[config.mk]
export PLATFORM = sky130hd
export DESIGN_NAME = sspc_ctrl
export DESIGN_NICKNAME = d
export VERILOG_FILES = /design/src/design/sspc_pkg.sv /design/src/design/sspc_ctrl.sv /design/src/design/sspc_sync.sv /design/src/design/sspc_tick.sv
export VERILOG_INCLUDE_DIRS = /design/src /design/src/design
export SDC_FILE = /design/constraint.sdc
export NUM_CORES = 1
export LEC_CHECK = 0
export ABC_AREA = 1
export BUFFER_PORTS_ARGS = -buffer_cell sky130_fd_sc_hd__buf_4
export CORE_MARGIN = 4
export CORE_UTILIZATION = 32
export CTS_CLUSTER_DIAMETER = 60
export DETAILED_ROUTE_END_ITERATION = 10
export GPL_TIMING_DRIVEN = 1
export PLACE_DENSITY = 0.48
export REMOVE_ABC_BUFFERS = 1
export SYNTH_ARGS = -nofsm -noshare
export SYNTH_HDL_FRONTEND = slang
export SYNTH_HIERARCHICAL = 1
export SYNTH_SLANG_ARGS = --single-unit
[constraint.sdc]
create_clock -name clock -period 4.5 [get_ports clock]
set_input_delay 0.675 -clock clock [delete_from_list [all_inputs] [get_ports clock]]
set_output_delay 0.675 -clock clock [all_outputs]
set_load 0.02 [all_outputs]
[src/design/sspc_map.svh]
// register offsets, field positions, reset values and timing counts of the switch controller
`ifndef SSPC_MAP_SVH
`define SSPC_MAP_SVH

`define SSPC_OFF_CMD       8'h00
`define SSPC_OFF_ADDR      8'h04
`define SSPC_OFF_WDATA     8'h08
`define SSPC_OFF_RDATA     8'h0c
`define SSPC_OFF_STAT      8'h10
`define SSPC_OFF_PAR       8'h14
`define SSPC_OFF_RST       8'h18

`define SSPC_CMD_KIND_LSB  0
`define SSPC_ADDR_SEL_LSB  0
`define SSPC_ADDR_REG_LSB  8
`define SSPC_STAT_BUSY     0
`define SSPC_STAT_NACK     1
`define SSPC_STAT_SERIAL   2
`define SSPC_STAT_RSTACT   3

`define SSPC_PAR_RST       8'h01
`define SSPC_ADDR_RST      3'h0
`define SSPC_DEV_PREFIX    4'h5

`define SSPC_CLK_NS        25
`define SSPC_SCL_QTR_NS    2500
`define SSPC_SCL_QTR_CYC   ((`SSPC_SCL_QTR_NS + `SSPC_CLK_NS - 1) / `SSPC_CLK_NS)
`define SSPC_RST_LOW_NS    10000
`define SSPC_RST_LOW_CYC   ((`SSPC_RST_LOW_NS + `SSPC_CLK_NS - 1) / `SSPC_CLK_NS)

`endif

[src/design/sspc_pkg.sv]
// types shared by the switch controller modules
package sspc_pkg;

    typedef enum logic [1:0] {
        K_NONE  = 2'b00,
        K_WRITE = 2'b01,
        K_READ  = 2'b10,
        K_CUR   = 2'b11
    } sspc_kind_t;

    typedef enum logic [2:0] {
        OP_START  = 3'b000,
        OP_TXAW   = 3'b001,
        OP_TXAR   = 3'b010,
        OP_TXREG  = 3'b011,
        OP_TXDATA = 3'b100,
        OP_RX     = 3'b101,
        OP_STOP   = 3'b110
    } sspc_op_t;

    typedef enum logic [1:0] {
        ST_IDLE = 2'b00,
        ST_COND = 2'b01,
        ST_BYTE = 2'b10
    } sspc_state_t;

    typedef struct packed {
        logic       parOutputCurrentPin;
        logic       parOutputTermPin;
        logic [1:0] parPreemphasisPins;
        logic       parEqualizerLevelPin;
        logic [1:0] parSourceSelectPins;
        logic       parOutputEnablePin;
    } sspc_par_t;

endpackage : sspc_pkg

[src/design/sspc_ctrl.sv]
// host controller: apb registers, serial master and pin drive for the video switch
//
// Contract
// - reset pin held high in normal operation
// - start opens, stop ends, bus released
// - seven-bit address, prefix plus select pins
// - write direction bit zero, device acknowledges
// - register pointer byte follows, acknowledged
// - one data byte stored, acknowledged
// - after write ack: stop or repeated start
// - read: pointer write, repeated start, address+1
// - master acknowledges read byte, then stop
// - channel select change followed by reset pulse
//
// The placing of the registers and the APB interface to the registers were left to the implementer.
`timescale 1ns/1ps
`include "sspc_map.svh"
module sspc_ctrl #(
    parameter logic [3:0]  DEV_PREFIX  = `SSPC_DEV_PREFIX, // arbitrary value
    parameter logic [15:0] RST_LOW_CYC = 16'(`SSPC_RST_LOW_CYC)
) (
    input  wire logic               clock,
    input  wire logic               srst,
    input  wire logic [7:0]         paddr,
    input  wire logic               psel,
    input  wire logic               penable,
    input  wire logic               pwrite,
    input  wire logic [31:0]        pwdata,
    output logic      [31:0]        prdata,
    output logic                    pready,
    output logic                    pslverr,
    input  wire logic               sclIn,
    output logic                    sclOut,
    output logic                    sclOe,
    input  wire logic               sdaIn,
    output logic                    sdaOut,
    output logic                    sdaOe,
    output logic                    devResetN,
    output logic                    slaveAddrSelBit2,
    output logic                    slaveAddrSelBit1,
    output logic                    slaveAddrSelBit0,
    output sspc_pkg::sspc_par_t     parPins
);

    ////////////////////////////////////////////////////////////////////////////////////////
    // declarations

    logic [31:0]          prdata_ff;
    logic                 pready_ff;
    logic                 pslverr_ff;
    logic [2:0]           addrSel_ff;
    logic [7:0]           regAddr_ff;
    logic [7:0]           wdata_ff;
    sspc_pkg::sspc_par_t  par_ff;
    sspc_pkg::sspc_kind_t startKind_ff;
    sspc_pkg::sspc_kind_t kind_ff;
    logic                 rstReq_ff;
    logic                 rstPend_ff;
    logic [15:0]          rstCnt_ff;
    logic                 rstActive_ff;
    logic                 devResetN_ff;
    sspc_pkg::sspc_state_t state_ff;
    sspc_pkg::sspc_op_t   op_ff;
    logic [2:0]           idx_ff;
    logic [1:0]           phase_ff;
    logic [3:0]           bitCnt_ff;
    logic [7:0]           shift_ff;
    logic                 sclOe_ff;
    logic                 sdaOe_ff;
    logic                 sclOut_ff;
    logic                 sdaOut_ff;
    logic                 nack_ff;
    logic                 serialUsed_ff;
    logic [7:0]           rdData_ff;
    logic [1:0]           pinSync;
    logic                 sclSync;
    logic                 sdaSync;
    logic                 tick;
    logic                 apbWr;
    logic                 busy;
    sspc_pkg::sspc_op_t   nxtOp;

    ////////////////////////////////////////////////////////////////////////////////////////
    // step sequence of each transaction kind

    function automatic sspc_pkg::sspc_op_t stepOp(input sspc_pkg::sspc_kind_t k,
                                                  input logic [2:0] i);
        sspc_pkg::sspc_op_t o;
        o = sspc_pkg::OP_STOP;
        case (k)
            sspc_pkg::K_WRITE: begin
                case (i)
                    3'h0:    o = sspc_pkg::OP_START;
                    3'h1:    o = sspc_pkg::OP_TXAW;
                    3'h2:    o = sspc_pkg::OP_TXREG;
                    3'h3:    o = sspc_pkg::OP_TXDATA;
                    default: o = sspc_pkg::OP_STOP;
                endcase
            end
            sspc_pkg::K_READ: begin
                case (i)
                    3'h0:    o = sspc_pkg::OP_START;
                    3'h1:    o = sspc_pkg::OP_TXAW;
                    3'h2:    o = sspc_pkg::OP_TXREG;
                    3'h3:    o = sspc_pkg::OP_START;
                    3'h4:    o = sspc_pkg::OP_TXAR;
                    3'h5:    o = sspc_pkg::OP_RX;
                    default: o = sspc_pkg::OP_STOP;
                endcase
            end
            sspc_pkg::K_CUR: begin
                case (i)
                    3'h0:    o = sspc_pkg::OP_START;
                    3'h1:    o = sspc_pkg::OP_TXAR;
                    3'h2:    o = sspc_pkg::OP_RX;
                    default: o = sspc_pkg::OP_STOP;
                endcase
            end
            default: o = sspc_pkg::OP_STOP;
        endcase
        return o;
    endfunction : stepOp

    // byte shifted for a step; all ones releases sda while receiving
    function automatic logic [7:0] stepByte(input sspc_pkg::sspc_op_t o, input logic [2:0] sel,
                                            input logic [7:0] ra, input logic [7:0] wd);
        logic [7:0] b;
        b = 8'hff;
        case (o)
            sspc_pkg::OP_TXAW:   b = {DEV_PREFIX, sel, 1'b0};
            sspc_pkg::OP_TXAR:   b = {DEV_PREFIX, sel, 1'b1};
            sspc_pkg::OP_TXREG:  b = ra;
            sspc_pkg::OP_TXDATA: b = wd;
            default:             b = 8'hff;
        endcase
        return b;
    endfunction : stepByte

    function automatic logic isCond(input sspc_pkg::sspc_op_t o);
        return (o == sspc_pkg::OP_START) || (o == sspc_pkg::OP_STOP);
    endfunction : isCond

    ////////////////////////////////////////////////////////////////////////////////////////
    // pin sampling and bit timing

    sspc_sync #(
        .W    (2)
    ) u_sync (
        .clock (clock),
        .srst  (srst),
        .din   ({sclIn, sdaIn}),
        .dout  (pinSync)
    );
    assign sclSync = pinSync[1];
    assign sdaSync = pinSync[0];

    sspc_tick u_tick (
        .clock (clock),
        .srst  (srst),
        .clr   (state_ff == sspc_pkg::ST_IDLE),
        .tick  (tick)
    );

    ////////////////////////////////////////////////////////////////////////////////////////
    // apb slave: one wait-free access phase, unmapped offsets answer pslverr

    assign apbWr = psel && penable && pwrite && pready_ff;
    assign busy  = (state_ff != sspc_pkg::ST_IDLE) || (startKind_ff != sspc_pkg::K_NONE)
                   || rstActive_ff || rstPend_ff;

    always_ff @(posedge clock) begin
        if (srst) begin
            pready_ff  <= 1'b0;
            pslverr_ff <= 1'b0;
            prdata_ff  <= 32'h0000_0000;
        end else begin
            pready_ff  <= psel && !penable;
            pslverr_ff <= 1'b0;
            prdata_ff  <= 32'h0000_0000;
            if (psel && !penable) begin
                case (paddr)
                    `SSPC_OFF_CMD:   prdata_ff <= {30'h0, kind_ff};
                    `SSPC_OFF_ADDR:  prdata_ff <= {16'h0, regAddr_ff, 5'h0, addrSel_ff};
                    `SSPC_OFF_WDATA: prdata_ff <= {24'h0, wdata_ff};
                    `SSPC_OFF_RDATA: prdata_ff <= {24'h0, rdData_ff};
                    `SSPC_OFF_STAT:  prdata_ff <= {28'h0, rstActive_ff, serialUsed_ff,
                                                   nack_ff, busy};
                    `SSPC_OFF_PAR:   prdata_ff <= {24'h0, par_ff};
                    `SSPC_OFF_RST:   prdata_ff <= {31'h0, rstActive_ff};
                    default:         pslverr_ff <= 1'b1;
                endcase
            end
        end
    end

    always_ff @(posedge clock) begin
        if (srst) begin
            addrSel_ff   <= `SSPC_ADDR_RST;
            regAddr_ff   <= 8'h00;
            wdata_ff     <= 8'h00;
            par_ff       <= `SSPC_PAR_RST;
            startKind_ff <= sspc_pkg::K_NONE;
            rstReq_ff    <= 1'b0;
        end else begin
            rstReq_ff <= 1'b0;
            if (startKind_ff != sspc_pkg::K_NONE && state_ff == sspc_pkg::ST_IDLE
                && !rstActive_ff && !rstPend_ff) begin
                startKind_ff <= sspc_pkg::K_NONE;
            end
            if (apbWr) begin
                case (paddr)
                    `SSPC_OFF_CMD: begin
                        if (!busy) begin
                            startKind_ff <= sspc_pkg::sspc_kind_t'(pwdata[1:0]);
                        end
                    end
                    `SSPC_OFF_ADDR: begin
                        addrSel_ff <= pwdata[`SSPC_ADDR_SEL_LSB +: 3];
                        regAddr_ff <= pwdata[`SSPC_ADDR_REG_LSB +: 8];
                    end
                    `SSPC_OFF_WDATA: wdata_ff <= pwdata[7:0];
                    `SSPC_OFF_PAR: begin
                        par_ff <= sspc_pkg::sspc_par_t'(pwdata[7:0]);
                        if (pwdata[2:1] != par_ff.parSourceSelectPins) begin
                            rstReq_ff <= 1'b1;
                        end
                    end
                    `SSPC_OFF_RST: rstReq_ff <= pwdata[0];
                    default: rstReq_ff <= 1'b0;
                endcase
            end
        end
    end

    ////////////////////////////////////////////////////////////////////////////////////////
    // device reset pulse, launched only while the serial bus is idle

    always_ff @(posedge clock) begin
        if (srst) begin
            rstPend_ff   <= 1'b0;
            rstActive_ff <= 1'b0;
            rstCnt_ff    <= 16'h0000;
            devResetN_ff <= 1'b1;
        end else begin
            if (rstReq_ff) begin
                rstPend_ff <= 1'b1;
            end
            if (rstPend_ff && !rstActive_ff && state_ff == sspc_pkg::ST_IDLE) begin
                rstPend_ff   <= rstReq_ff;
                rstActive_ff <= 1'b1;
                rstCnt_ff    <= RST_LOW_CYC;
                devResetN_ff <= 1'b0;
            end else if (rstActive_ff) begin
                if (rstCnt_ff == 16'h0001) begin
                    rstActive_ff <= 1'b0;
                    devResetN_ff <= 1'b1;
                end
                rstCnt_ff <= rstCnt_ff - 16'h0001;
            end
        end
    end

    ////////////////////////////////////////////////////////////////////////////////////////
    // serial master: four ticks per bit or condition

    assign nxtOp = stepOp(kind_ff, idx_ff + 3'h1);

    always_ff @(posedge clock) begin
        if (srst) begin
            state_ff      <= sspc_pkg::ST_IDLE;
            op_ff         <= sspc_pkg::OP_STOP;
            kind_ff       <= sspc_pkg::K_NONE;
            idx_ff        <= 3'h0;
            phase_ff      <= 2'h0;
            bitCnt_ff     <= 4'h0;
            shift_ff      <= 8'hff;
            sclOe_ff      <= 1'b0;
            sdaOe_ff      <= 1'b0;
            nack_ff       <= 1'b0;
            serialUsed_ff <= 1'b0;
            rdData_ff     <= 8'h00;
        end else begin
            if (rstActive_ff) begin
                serialUsed_ff <= 1'b0;
            end
            case (state_ff)
                sspc_pkg::ST_IDLE: begin
                    sclOe_ff <= 1'b0;
                    sdaOe_ff <= 1'b0;
                    if (startKind_ff != sspc_pkg::K_NONE && !rstActive_ff && !rstPend_ff) begin
                        kind_ff  <= startKind_ff;
                        idx_ff   <= 3'h0;
                        op_ff    <= sspc_pkg::OP_START;
                        phase_ff <= 2'h0;
                        nack_ff  <= 1'b0;
                        state_ff <= sspc_pkg::ST_COND;
                    end
                end
                sspc_pkg::ST_COND: begin
                    if (tick) begin
                        case (phase_ff)
                            2'h0: begin
                                sclOe_ff <= 1'b1;
                                sdaOe_ff <= (op_ff == sspc_pkg::OP_STOP);
                                phase_ff <= 2'h1;
                            end
                            2'h1: begin
                                sclOe_ff <= 1'b0;
                                phase_ff <= 2'h2;
                            end
                            2'h2: begin
                                if (sclSync) begin
                                    sdaOe_ff <= (op_ff != sspc_pkg::OP_STOP);
                                    phase_ff <= 2'h3;
                                    if (op_ff == sspc_pkg::OP_START) begin
                                        serialUsed_ff <= 1'b1;
                                    end
                                end
                            end
                            default: begin
                                phase_ff <= 2'h0;
                                if (op_ff == sspc_pkg::OP_STOP) begin
                                    state_ff <= sspc_pkg::ST_IDLE;
                                end else begin
                                    sclOe_ff  <= 1'b1;
                                    idx_ff    <= idx_ff + 3'h1;
                                    op_ff     <= nxtOp;
                                    bitCnt_ff <= 4'h0;
                                    shift_ff  <= stepByte(nxtOp, addrSel_ff, regAddr_ff,
                                                          wdata_ff);
                                    state_ff  <= isCond(nxtOp) ? sspc_pkg::ST_COND
                                                               : sspc_pkg::ST_BYTE;
                                end
                            end
                        endcase
                    end
                end
                sspc_pkg::ST_BYTE: begin
                    if (tick) begin
                        case (phase_ff)
                            2'h0: begin
                                if (bitCnt_ff == 4'h8) begin
                                    sdaOe_ff <= (op_ff == sspc_pkg::OP_RX);
                                end else begin
                                    sdaOe_ff <= !shift_ff[7];
                                end
                                phase_ff <= 2'h1;
                            end
                            2'h1: begin
                                sclOe_ff <= 1'b0;
                                phase_ff <= 2'h2;
                            end
                            2'h2: begin
                                if (sclSync) begin
                                    if (bitCnt_ff == 4'h8) begin
                                        if (op_ff != sspc_pkg::OP_RX) begin
                                            nack_ff <= sdaSync;
                                        end
                                    end else begin
                                        shift_ff <= {shift_ff[6:0], sdaSync};
                                    end
                                    phase_ff <= 2'h3;
                                end
                            end
                            default: begin
                                sclOe_ff <= 1'b1;
                                phase_ff <= 2'h0;
                                if (bitCnt_ff != 4'h8) begin
                                    bitCnt_ff <= bitCnt_ff + 4'h1;
                                end else if (nack_ff) begin
                                    op_ff    <= sspc_pkg::OP_STOP;
                                    state_ff <= sspc_pkg::ST_COND;
                                end else begin
                                    if (op_ff == sspc_pkg::OP_RX) begin
                                        rdData_ff <= shift_ff;
                                    end
                                    idx_ff    <= idx_ff + 3'h1;
                                    op_ff     <= nxtOp;
                                    bitCnt_ff <= 4'h0;
                                    shift_ff  <= stepByte(nxtOp, addrSel_ff, regAddr_ff,
                                                          wdata_ff);
                                    state_ff  <= isCond(nxtOp) ? sspc_pkg::ST_COND
                                                               : sspc_pkg::ST_BYTE;
                                end
                            end
                        endcase
                    end
                end
                default: state_ff <= sspc_pkg::ST_IDLE;
            endcase
        end
    end

    ////////////////////////////////////////////////////////////////////////////////////////
    // open-drain levels stay low; only the enables move

    always_ff @(posedge clock) begin
        if (srst) begin
            sclOut_ff <= 1'b0;
            sdaOut_ff <= 1'b0;
        end else begin
            sclOut_ff <= 1'b0;
            sdaOut_ff <= 1'b0;
        end
    end

    assign prdata           = prdata_ff;
    assign pready           = pready_ff;
    assign pslverr          = pslverr_ff;
    assign sclOut           = sclOut_ff;
    assign sclOe            = sclOe_ff;
    assign sdaOut           = sdaOut_ff;
    assign sdaOe            = sdaOe_ff;
    assign devResetN        = devResetN_ff;
    assign slaveAddrSelBit2 = addrSel_ff[2];
    assign slaveAddrSelBit1 = addrSel_ff[1];
    assign slaveAddrSelBit0 = addrSel_ff[0];
    assign parPins          = par_ff;

endmodule : sspc_ctrl

[src/design/sspc_sync.sv]
// two-flop synchroniser for pin inputs
`timescale 1ns/1ps
module sspc_sync #(
    parameter int W = 2
) (
    input  wire logic         clock,
    input  wire logic         srst,
    input  wire logic [W-1:0] din,
    output logic      [W-1:0] dout
);
    genvar gi;
    generate
        for (gi = 0; gi < W; gi++) begin : g_bit
            logic meta_ff;
            logic sync_ff;
            always_ff @(posedge clock) begin
                if (srst) begin
                    meta_ff <= 1'b1;
                    sync_ff <= 1'b1;
                end else begin
                    meta_ff <= din[gi];
                    sync_ff <= meta_ff;
                end
            end
            assign dout[gi] = sync_ff;
        end
    endgenerate
endmodule : sspc_sync

[src/design/sspc_tick.sv]
// quarter-bit tick divider for the serial clock
`timescale 1ns/1ps
`include "sspc_map.svh"
module sspc_tick (
    input  wire logic clock,
    input  wire logic srst,
    input  wire logic clr,
    output logic      tick
);
    localparam logic [15:0] LAST = 16'(`SSPC_SCL_QTR_CYC - 1);
    logic [15:0] cnt_ff;
    logic        tick_ff;

    always_ff @(posedge clock) begin
        if (srst || clr) begin
            cnt_ff  <= 16'h0000;
            tick_ff <= 1'b0;
        end else if (cnt_ff == LAST) begin
            cnt_ff  <= 16'h0000;
            tick_ff <= 1'b1;
        end else begin
            cnt_ff  <= cnt_ff + 16'h0001;
            tick_ff <= 1'b0;
        end
    end
    assign tick = tick_ff;
endmodule : sspc_tick

==> flow_metrics.env, run 1 <==
export IMPL_ys_warn_count=6
export IMPL_hold_class="register to register"
export IMPL_setup_viol=0
export IMPL_ctsResizeCount=0
export IMPL_ys_types=50
export IMPL_dp_hpwl_um=11950
export IMPL_die_area_mm2=0.02185
export IMPL_drt_iter0_markers=275
export IMPL_grtUsageTotal_pct=15.29
export IMPL_core_mm2=0.01896
export IMPL_grt_overflow=0
export IMPL_crit_required_ns=4.79
export IMPL_leakage_nw=3.047
export IMPL_cts_sinks=124
export IMPL_synthArstFlopShare_pct=0
export IMPL_arrival_ns=2.72
export IMPL_synth_edf_count=0
export IMPL_synthCells=878
export IMPL_fin_worst_skew_ns=0.01096
export IMPL_worst_ir_drop_vdd_v=0.0002458
export IMPL_post_route_min_period_ns=2.423
export IMPL_numPortBuffers=62
export IMPL_fp_dieW_um=147.8
export IMPL_dr_pass1_iters=4
export IMPL_worst_slew_pin_transition_ns=1.140
export IMPL_first_global_vias=5283
export IMPL_yosysTopAreaCell="dfxtp_1"
export IMPL_yosys_top_cells_count="144 x nand2_1, 127 x inv_1, 124 x dfxtp_1, 111 x nor2_1, 80 x a21oi_1"
export IMPL_hold_viol=0
export IMPL_cts_tree="built"
export IMPL_io_pin_count=97
export IMPL_grt_pass1_wl_um=26990
export IMPL_die_h_um=147.8
export IMPL_htreeDepth=4
export IMPL_met3_usage_pct=3.495
export IMPL_drv_slew=0
export IMPL_clk_latency_ns=0.42
export IMPL_clk_pin_slew_worst_paths_ns=0.06
export IMPL_period_share_pct=53.86
export IMPL_cts_buffers=17
export IMPL_worst_path_max_fanout=8
export IMPL_slew_headroom_pct=23.93
export IMPL_rsz0062_at_grt="false"
export IMPL_place_ws_ns=1.937
export IMPL_dpl_cell_area_mm2=0.006872
export IMPL_synth_most_common_cell="nand2_1"
export IMPL_row_count=50
export IMPL_synth_area_leaders="dfxtp_1 40%, nand2_1 8.6%, inv_1 7.6%"
export IMPL_setup_tns_ns=0
export IMPL_drcViolationCount=0
export IMPL_seq_area_frac_synth_pct=39.69
export IMPL_drt_total_wl_um=16340
export IMPL_clock_path_buffers=2
export IMPL_hold_slack_ns=0.4120
export IMPL_busiest_layer="met2"
export IMPL_antenna_cells=0
export IMPL_fmax_mhz=412.6
export IMPL_status="completed"
export IMPL_drtAntennaViolNets=0
export IMPL_post_cts_buffers=0
export IMPL_synth_main_ff_cell="dfxtp_1"
export IMPL_cp_end_kind="register"
export IMPL_grtUsageMet2_pct=23.93
export IMPL_avgRoutedWirePerCell_um=13.46
export IMPL_fin_util_pct=39.25
export IMPL_gp_congestion=0.8234
export IMPL_critPathLaunchType="register"
export IMPL_areaGrowthSynthToFinish_pct=18.96
export IMPL_final_layout_size_suffix_gt1_share_pct=15.30
export IMPL_grt_max_degree=44
export IMPL_fillers=2026
export IMPL_synth_area_mm2=0.006255
export IMPL_ys_ff_latch=124
export IMPL_critical_path_class="register to register"
export IMPL_cts_root_buf="clkbuf_16"
export IMPL_ctsHoldBuffers=0
export IMPL_cellPowerDensity_mw_per_mm2=368.7
export IMPL_start_util_pct=33.00
export IMPL_yosys_area_top_type_share_pct=39.69
export IMPL_drv_cap=0
export IMPL_worst_slack_ns=2.077
export IMPL_num_vias=5568
export IMPL_viasPerCell=4.586
export IMPL_postLayoutCellArea_mm2=0.007441
export IMPL_use_met1_pct=21.27
export IMPL_fin_nets=1006
export IMPL_synth_area_per_cell_um2=7.124
export IMPL_antenna_found_initial=0
layout by cell type, fill, tap and decap left out, types with 9 or more instances in the layout:
cell       count
a211oi_1      14
a21oi_1       80
buf_4         63
clkbuf_16     17
conb_1        18
dfxtp_1      124
ha_1          18
inv_1        127
inv_2         10
nand2_1      144
nand2_2        9
nand3_1       29
nand4_1       17
nor2_1       111
nor2_2        16
nor3_1        21
o21ai_0       57
power breakdown:
group          leakage [nW]  internal (mW)  switching, mW
Sequential             1.00           1.13         0.0241
Clock                 0.277          0.793          0.521
Combinational          1.77         0.0935          0.184
metal layers:
| metal | up-vias | part of all wire [%] | wire length, um |
|---|---|---|---|
| met1 | 2518 | 51 | 8270 |
| met3 | 13 | 3.4 | 562 |
| met4 | 0 | 0.80 | 131 |
| met5 | - | 0 | 0 |
| met2 | 89 | 45 | 7376 |
| li1 | 2948 | - | - |
cells by family after synthesis:
| family | Yosys count | synth area share (%) |
|---|---|---|
| AOI/OAI and AO/OA | 183 | 16.62 |
| xor gates and xnor gates | 11 | 1.540 |
| adders and majority gates | 18 | 3.601 |
| buffers and inverters | 175 | 12.28 |
| DFF | 124 | 39.69 |
| other | 1 | 0.05995 |
| and+or+nand+nor | 366 | 26.21 |
sequential cells by signal (all words and copies together), names as in the netlist, 4 cells and up:
name	count
bitCnt_ff	4
parPins	8
prdata	16
rdData_ff	8
regAddr_ff	8
rstCnt_ff	16
shift_ff	8
u_tick/cnt_ff	16
wdata_ff	8
cell type report:
cell class	instances	area, um^2	area share, %
flip-flops and latches	124	2482	33.36
inverters	139	523.0	7.029
multi-input cells	596	3068	41.23
clock buffers	20	456.7	6.138
repair buffers	63	473.0	6.356
well taps	260	325.3	4.372
clock inverters	12	112.6	1.513
final timing paths:
path	start	end	slack (ns)	cells past startpoint
setup reg to reg	state_ff[0]$_SDFFE_PP0P_	rstPend_ff$_SDFFE_PP0P_	2.08	7
setup / recovery	state_ff[0]$_SDFFE_PP0P_	rstPend_ff$_SDFFE_PP0P_	2.08	7
hold / removal	u_sync/g_bit[0].meta_ff$_SDFF_PP1_	u_sync/g_bit[0].sync_ff$_SDFF_PP1_	0.41	2
hold reg to reg	u_sync/g_bit[0].meta_ff$_SDFF_PP1_	u_sync/g_bit[0].sync_ff$_SDFF_PP1_	0.41	2
per-stage QoR:
stage          power (mW)  instances
5_1_grt             2.876       1214
3_5_place_dp        1.453       1182
3_3_place_gp        1.454       1182
2_1_floorplan       1.363        859
6_report            2.743       1214
4_1_cts             2.785       1214
worst max-delay path, cell delays in order (launching register included):
cell and delay [ns]:
dfxtp_1 0.34, inv_1 0.09, ha_1 0.33, inv_1 0.15
nor3_1 0.67, nor2_1 0.31, inv_1 0.30, o21ai_0 0.11
Power figures use the tool's default switching activity.
==> run 2: changes to the inputs <==
PLACE_DENSITY = 0.5   (was 0.48)
clock period = 2 ns   (was 4.5 ns; I/O delays follow)
==> run 2 against run 1 <==
  * Cell count is 3.6% higher
  * Non-clock buffer count grew 44
  * Critical path depth grew 6
  * Core utilization rose by 2.6 points
  * Clock skew down 0.0030 ns
  * Register-to-register slack lost 2.1 ns
  * Critical endpoint is now shift_ff[7]$_SDFFE_PP1P_
==> flow_metrics.env, run 2 (synthesis gave the netlist of run 1 again) <==
export IMPL_setup_viol=0
export IMPL_finalNonFillerCells=1258
export IMPL_hold_class="input port to register"
export IMPL_worst_path_max_fanout=8
export IMPL_avgRoutedWirePerCell_um=13.10
export IMPL_worst_ir_drop_vdd_v=0.0004778
export IMPL_drv_slew=0
export IMPL_path_cells="ha_4 -> nand2_1 -> nand2_4 -> nand3_2 -> nand2_2 -> nand3_2 -> nor2_4 -> nor2_2 -> inv_2 -> buf_4 -> o21ai_0 -> o21ai_2 -> nand2_1"
export IMPL_switching_share_pct=27.03
export IMPL_fin_nets=1050
export IMPL_drtAntennaViolNets=0
export IMPL_rsz0062_at_grt="true"
export IMPL_p_int_mw=4.645
export IMPL_io_pin_count=97
export IMPL_cts_root_buf="clkbuf_16"
export IMPL_r2r_cells=13
export IMPL_critPathTopFamily="simple AND/OR/NAND/NOR gates"
export IMPL_final_layout_size_suffix_gt1_share_pct=22.75
export IMPL_cts_tree="built"
export IMPL_core_mm2=0.01896
export IMPL_dp_cells=1225
export IMPL_viasPerCell=4.533
export IMPL_num_vias=5703
export IMPL_numPortBuffers=62
export IMPL_crit_required_ns=2.31
export IMPL_critPathSlowestCell="dfxtp_4"
export IMPL_dp_hpwl_um=12480
export IMPL_fmax_mhz=503.5
export IMPL_drv_cap=0
export IMPL_fillers=2023
export IMPL_grt_overflow=0
export IMPL_period_share_pct=99.31
export IMPL_first_global_vias=5434
export IMPL_hold_viol=0
export IMPL_htreeDepth=4
export IMPL_clock_power_share_pct=47.5
export IMPL_leakage_nw=3.262
export IMPL_cellPowerDensity_mw_per_mm2=802.9
export IMPL_clk_pin_slew_worst_paths_ns=0.06
export IMPL_grtUsageTotal_pct=15.07
export IMPL_critical_path_class="register to register"
export IMPL_die_h_um=147.8
export IMPL_clock_path_buffers=2
export IMPL_dpl_cell_area_mm2=0.007194
export IMPL_ctsHoldBuffers=0
export IMPL_pwr_share_comb_pct=11.7
export IMPL_fin_total_pwr_mw=6.366
export IMPL_path_depth=13
export IMPL_worst_path_largest_cell_delay_ns=0.40
export IMPL_post_route_min_period_ns=1.986
export IMPL_critPathLaunchType="register"
export IMPL_final_common_cell="nand2_1"
export IMPL_mostFrequentLayoutCells="138 x nand2_1, 122 x dfxtp_1, 120 x inv_1"
export IMPL_drcViolationCount=0
export IMPL_crit_buf_inv=2
export IMPL_antenna_found_initial=0
export IMPL_grt_pass1_wl_um=26780
export IMPL_fin_util_pct=41.83
export IMPL_seqPwrFrac_pct=40.8
export IMPL_arrival_ns=2.30
export IMPL_place_ws_ns=-0.08178
export IMPL_drt_iter0_markers=325
export IMPL_grt_max_degree=29
export IMPL_fin_worst_skew_ns=0.007986
export IMPL_p_sw_mw=1.721
export IMPL_drt_total_wl_um=16480
export IMPL_min_path_cells=3
export IMPL_cp_end_kind="register"
export IMPL_status="completed"
export IMPL_antenna_cells=0
export IMPL_die_area_mm2=0.02185
export IMPL_areaGrowthSynthToFinish_pct=26.77
export IMPL_cts_sinks=124
export IMPL_dr_pass1_iters=7
export IMPL_postLayoutCellArea_mm2=0.007929
export IMPL_gp_congestion=0.8620
export IMPL_clk_latency_ns=0.41
export IMPL_start_util_pct=33.00
export IMPL_fp_dieW_um=147.8
export IMPL_cts_buffers=17
export IMPL_worst_slack_ns=0.01373
export IMPL_row_count=50
-- run 2: changes by cell type in the layout (fill, tap and decap cells not counted), moves of 4 or more --
cell	previous run	this run
nor2_1	111	107
nand2_2	9	13
a21oi_1	80	76
ha_1	18	12
a21oi_2	4	8
nand3_2	2	8
inv_2	10	15
nand3_1	29	23
inv_1	127	120
nand2_1	144	138
buf_4	63	107
-- run 2: final cells by class --
| type | count | area [um^2] | share of cell area (%) |
|---|---|---|---|
| multi-input cells | 596 | 3206 | 40.43 |
| flip-flops and latches | 124 | 2490 | 31.40 |
| repair buffers | 107 | 803.3 | 10.13 |
| inverters | 139 | 528.0 | 6.659 |
| clock buffers | 21 | 470.5 | 5.933 |
| well taps | 260 | 325.3 | 4.103 |
| clock inverters | 11 | 106.4 | 1.341 |
-- run 2: stage by stage --
| step | TNS (ns) | hold WS, ns |
|---|---|---|
| finish | 0 | 0.07111 |
| global route | -0.8049 | 0.06489 |
| CTS | 0 | 0.05331 |
| detailed placement | -0.3641 | 0.3978 |
| global placement | -0.1932 | 0.3976 |
| floorplan | 0 | 0.3691 |
-- run 2: routing by layer --
layer	up-vias	wire (um)	part of all wire (%)	track usage [%]
met5	-	0	0	0
met4	0	150	0.91	3.635
met3	8	642	3.9	4.047
met2	100	7541	46	23.86
met1	2562	8143	49	20.52
li1	3033	-	-	-
-- run 2: worst register-to-register path, stage by stage, from the launching register on --
cell and delay [ns]:
dfxtp_4 0.40, ha_4 0.15, nand2_1 0.09, nand2_4 0.15
nand3_2 0.11, nand2_2 0.09, nand3_2 0.10, nor2_4 0.18
nor2_2 0.07, inv_2 0.12, buf_4 0.15, o21ai_0 0.09
o21ai_2 0.15, nand2_1 0.05
-- run 2: path summary, 6_finish.rpt --
path	slack, ns	startpoint	endpoint
hold / removal	0.07	sdaIn	u_sync/g_bit[0].meta_ff$_SDFF_PP1_
setup reg to reg	0.01	idx_ff[0]$_SDFFE_PP0P_	shift_ff[7]$_SDFFE_PP1P_
hold reg to reg	0.42	u_sync/g_bit[1].meta_ff$_SDFF_PP1_	u_sync/g_bit[1].sync_ff$_SDFF_PP1_
setup / recovery	0.01	idx_ff[0]$_SDFFE_PP0P_	shift_ff[7]$_SDFFE_PP1P_
-- run 2: power groups by stage --
stage | Sequential (mW) | Clock (mW) | Combinational [mW]
2_1_floorplan | 2.64 | 0 | 0.430
3_3_place_gp | 2.64 | 0 | 0.692
3_5_place_dp | 2.64 | 0 | 0.690
4_1_cts | 2.59 | 3.09 | 0.700
5_1_grt | 2.61 | 3.21 | 0.835
6_report | 2.60 | 3.02 | 0.746
-- run 2: timing repair --
| action | CTS | global route |
|---|---|---|
| endpoints found under the setup margin | 9 | 26 |
| gates resized for setup | 13 | 35 |
| setup buffers | 1 | 0 |
| pin swaps | 4 | 11 |
==> run 3: changes to the inputs <==
CORE_UTILIZATION = 48   (was 32)
PLACE_DENSITY = 0.7   (was 0.5)
==> run 3 against run 2 <==
  * Sequential power hardly changed
  * Cell count down 7.2%
  * Routed wire length shrank 7.3%
  * Clock skew barely moved
  * Maximum frequency is 0.65% lower
  * Setup slack worse by 0.013 ns
  * Design area fell by 1.6%
  * Critical path type unchanged
  * Largest cell class unchanged
==> flow_metrics.env, run 3 (synthesis gave the netlist of run 1 again) <==
export IMPL_status="completed"
export IMPL_row_count=41
export IMPL_die_area_mm2=0.01492
export IMPL_post_route_min_period_ns=1.999
export IMPL_ctsHoldBuffers=0
export IMPL_cts_root_buf="clkbuf_16"
export IMPL_start_util_pct=49.36
export IMPL_path_cells="ha_4 -> inv_2 -> nand2_2 -> nand2_4 -> nand3_2 -> nand2_1 -> nand2_1 -> inv_2 -> nand4_1 -> nor2_2 -> inv_2 -> a21oi_4 -> inv_2 -> o21ai_2 -> nand2_1"
export IMPL_min_path_cells=3
export IMPL_fin_nets=1048
export IMPL_worst_slack_ns=0.0006413
export IMPL_r2r_end="shift_ff[7]$_SDFFE_PP1P_"
export IMPL_critPathSlowestCell="dfxtp_4"
export IMPL_grt_overflow=0
export IMPL_p_int_mw=4.779
export IMPL_io_pin_count=97
export IMPL_fin_util_pct=61.60
export IMPL_worst_path_max_fanout=8
export IMPL_grt_pass1_wl_um=24700
export IMPL_core_mm2=0.01267
export IMPL_dp_cells=1130
export IMPL_crit_required_ns=2.30
export IMPL_switching_share_pct=25.39
export IMPL_cp_common_cell="inv_2"
export IMPL_critPathTopFamily="simple AND/OR/NAND/NOR gates"
export IMPL_dr_pass1_iters=7
export IMPL_multi_input_area_mm2=0.003189
export IMPL_critPathLaunchType="register"
export IMPL_p_sw_mw=1.626
export IMPL_period_share_pct=99.97
export IMPL_final_layout_size_suffix_gt1_share_pct=22.09
export IMPL_worst_ir_drop_vdd_v=0.0006378
export IMPL_setup_viol=0
export IMPL_numPortBuffers=62
export IMPL_hold_class="input port to register"
export IMPL_drv_cap=0
export IMPL_clock_power_share_pct=47.9
export IMPL_r2r_start="idx_ff[0]$_SDFFE_PP0P_"
export IMPL_fillers=1117
export IMPL_arrival_ns=2.30
export IMPL_fp_dieW_um=122.2
export IMPL_clk_latency_ns=0.42
export IMPL_cts_tree="built"
export IMPL_drt_total_wl_um=15280
export IMPL_place_ws_ns=-0.01418
export IMPL_drv_slew=0
export IMPL_seqPwrFrac_pct=40.6
export IMPL_hold_slack_ns=0.05774
export IMPL_hold_end="u_sync/g_bit[0].meta_ff$_SDFF_PP1_"
export IMPL_rsz0062_at_grt="true"
export IMPL_cts_buffers=17
export IMPL_avgRoutedWirePerCell_um=13.08
export IMPL_drt_iter0_markers=368
export IMPL_finalNonFillerCells=1168
export IMPL_mostFrequentLayoutCells="139 x nand2_1, 122 x dfxtp_1, 120 x inv_1"
export IMPL_final_common_cell="nand2_1"
export IMPL_grt_max_degree=23
export IMPL_regToRegSetupSlack_ns=0.0006
export IMPL_cellPowerDensity_mw_per_mm2=820.6
export IMPL_first_global_vias=5255
export IMPL_drcViolationCount=0
export IMPL_num_vias=5840
export IMPL_dp_hpwl_um=11000
export IMPL_pwr_share_comb_pct=11.6
export IMPL_grtUsageTotal_pct=20.88
export IMPL_cp_end_kind="register"
export IMPL_min_from="sdaIn"
export IMPL_hold_viol=0
export IMPL_antenna_cells=0
export IMPL_critical_path_class="register to register"
export IMPL_gp_congestion=0.9048
export IMPL_drtAntennaViolNets=0
export IMPL_die_h_um=122.2
export IMPL_clock_path_buffers=2
export IMPL_crit_buf_inv=4
export IMPL_areaGrowthSynthToFinish_pct=24.79
export IMPL_worst_path_largest_cell_delay_ns=0.37
export IMPL_fmax_mhz=500.2
export IMPL_leakage_nw=3.273
export IMPL_htreeDepth=4
export IMPL_fin_total_pwr_mw=6.404
export IMPL_clk_pin_slew_worst_paths_ns=0.06
export IMPL_cts_sinks=124
export IMPL_fin_worst_skew_ns=0.008055
export IMPL_area_sequential_mm2=0.002490
export IMPL_antenna_found_initial=0
export IMPL_viasPerCell=5.000
export IMPL_r2r_cells=15
-- run 3: changes by cell type in the layout (fill, tap and decap cells not counted), moves of 3 or more --
cell / change
clkbuf_1: +3
clkbuf_8: -3
inv_6: -3
buf_4: -3
-- run 3: worst max path at each step --
| stage | from | endpoint | slack (ns) | cells after the start |
|---|---|---|---|---|
| global placement | idx_ff[1]$_SDFFE_PP0P_ | shift_ff[4]$_SDFFE_PP1P_ | -0.002 | 13 |
| global route | idx_ff[0]$_SDFFE_PP0P_ | shift_ff[7]$_SDFFE_PP1P_ | -0.17 | 14 |
| finish | idx_ff[0]$_SDFFE_PP0P_ | shift_ff[7]$_SDFFE_PP1P_ | 0.0006 | 15 |
| CTS | idx_ff[1]$_SDFFE_PP0P_ | shift_ff[4]$_SDFFE_PP1P_ | -0.02 | 13 |
| floorplan | state_ff[0]$_SDFFE_PP0P_ | rdData_ff[0]$_SDFFE_PP0P_ | 0.03 | 6 |
| detailed placement | idx_ff[1]$_SDFFE_PP0P_ | shift_ff[4]$_SDFFE_PP1P_ | -0.01 | 13 |
-- run 3: tightest hold or removal path, delay by kind of cell --
| family | cells | cell delay, ns |
|---|---|---|
| AND/OR/NAND/NOR | 1 | 0.04 |
| buffers and inverters | 2 | 0.11 |
-- run 3: routing by layer --
layer  global-route usage [%]  up-vias  part of all wire (%)
met5                        0        -                     0
met4                    8.118        0                   1.7
met3                    5.153       24                   5.4
met2                    31.84      161                    46
met1                    28.48     2615                    47
li1                         -     3040                     -
-- run 3: metrics by stage --
| stage | cell area, um^2 | setup TNS (ns) |
|---|---|---|
| 2_1_floorplan | 6073 | 0 |
| 3_3_place_gp | 7044 | -0.001869 |
| 3_5_place_dp | 7044 | -0.01677 |
| 4_1_cts | 7632 | -0.05703 |
| 5_1_grt | 7805 | -1.070 |
| 6_report | 7805 | 0 |
-- run 3: what timing repair did --
action,in CTS,in global routing
setup endpoints to repair,6,27
gates cloned,0,0
pin swaps,0,13
resized for setup,1,43
setup buffers,0,6
-- run 3: area by class of cell --
cell class,count,share of cell area (%)
clock buffers,21,5.643
repair buffers,105,10.26
well taps,172,2.757
flip-flops and latches,124,31.90
clock inverters,11,1.844
inverters,139,6.733
multi-input cells,596,40.86
-- run 3: power by group through the flow --
| stage | registers (mW) | logic, mW | clock network [mW] |
|---|---|---|---|
| 2_1_floorplan | 2.64 | 0.430 | 0 |
| 3_3_place_gp | 2.64 | 0.669 | 0 |
| 3_5_place_dp | 2.64 | 0.673 | 0 |
| 4_1_cts | 2.59 | 0.678 | 3.11 |
| 5_1_grt | 2.61 | 0.829 | 3.26 |
| 6_report | 2.60 | 0.740 | 3.07 |
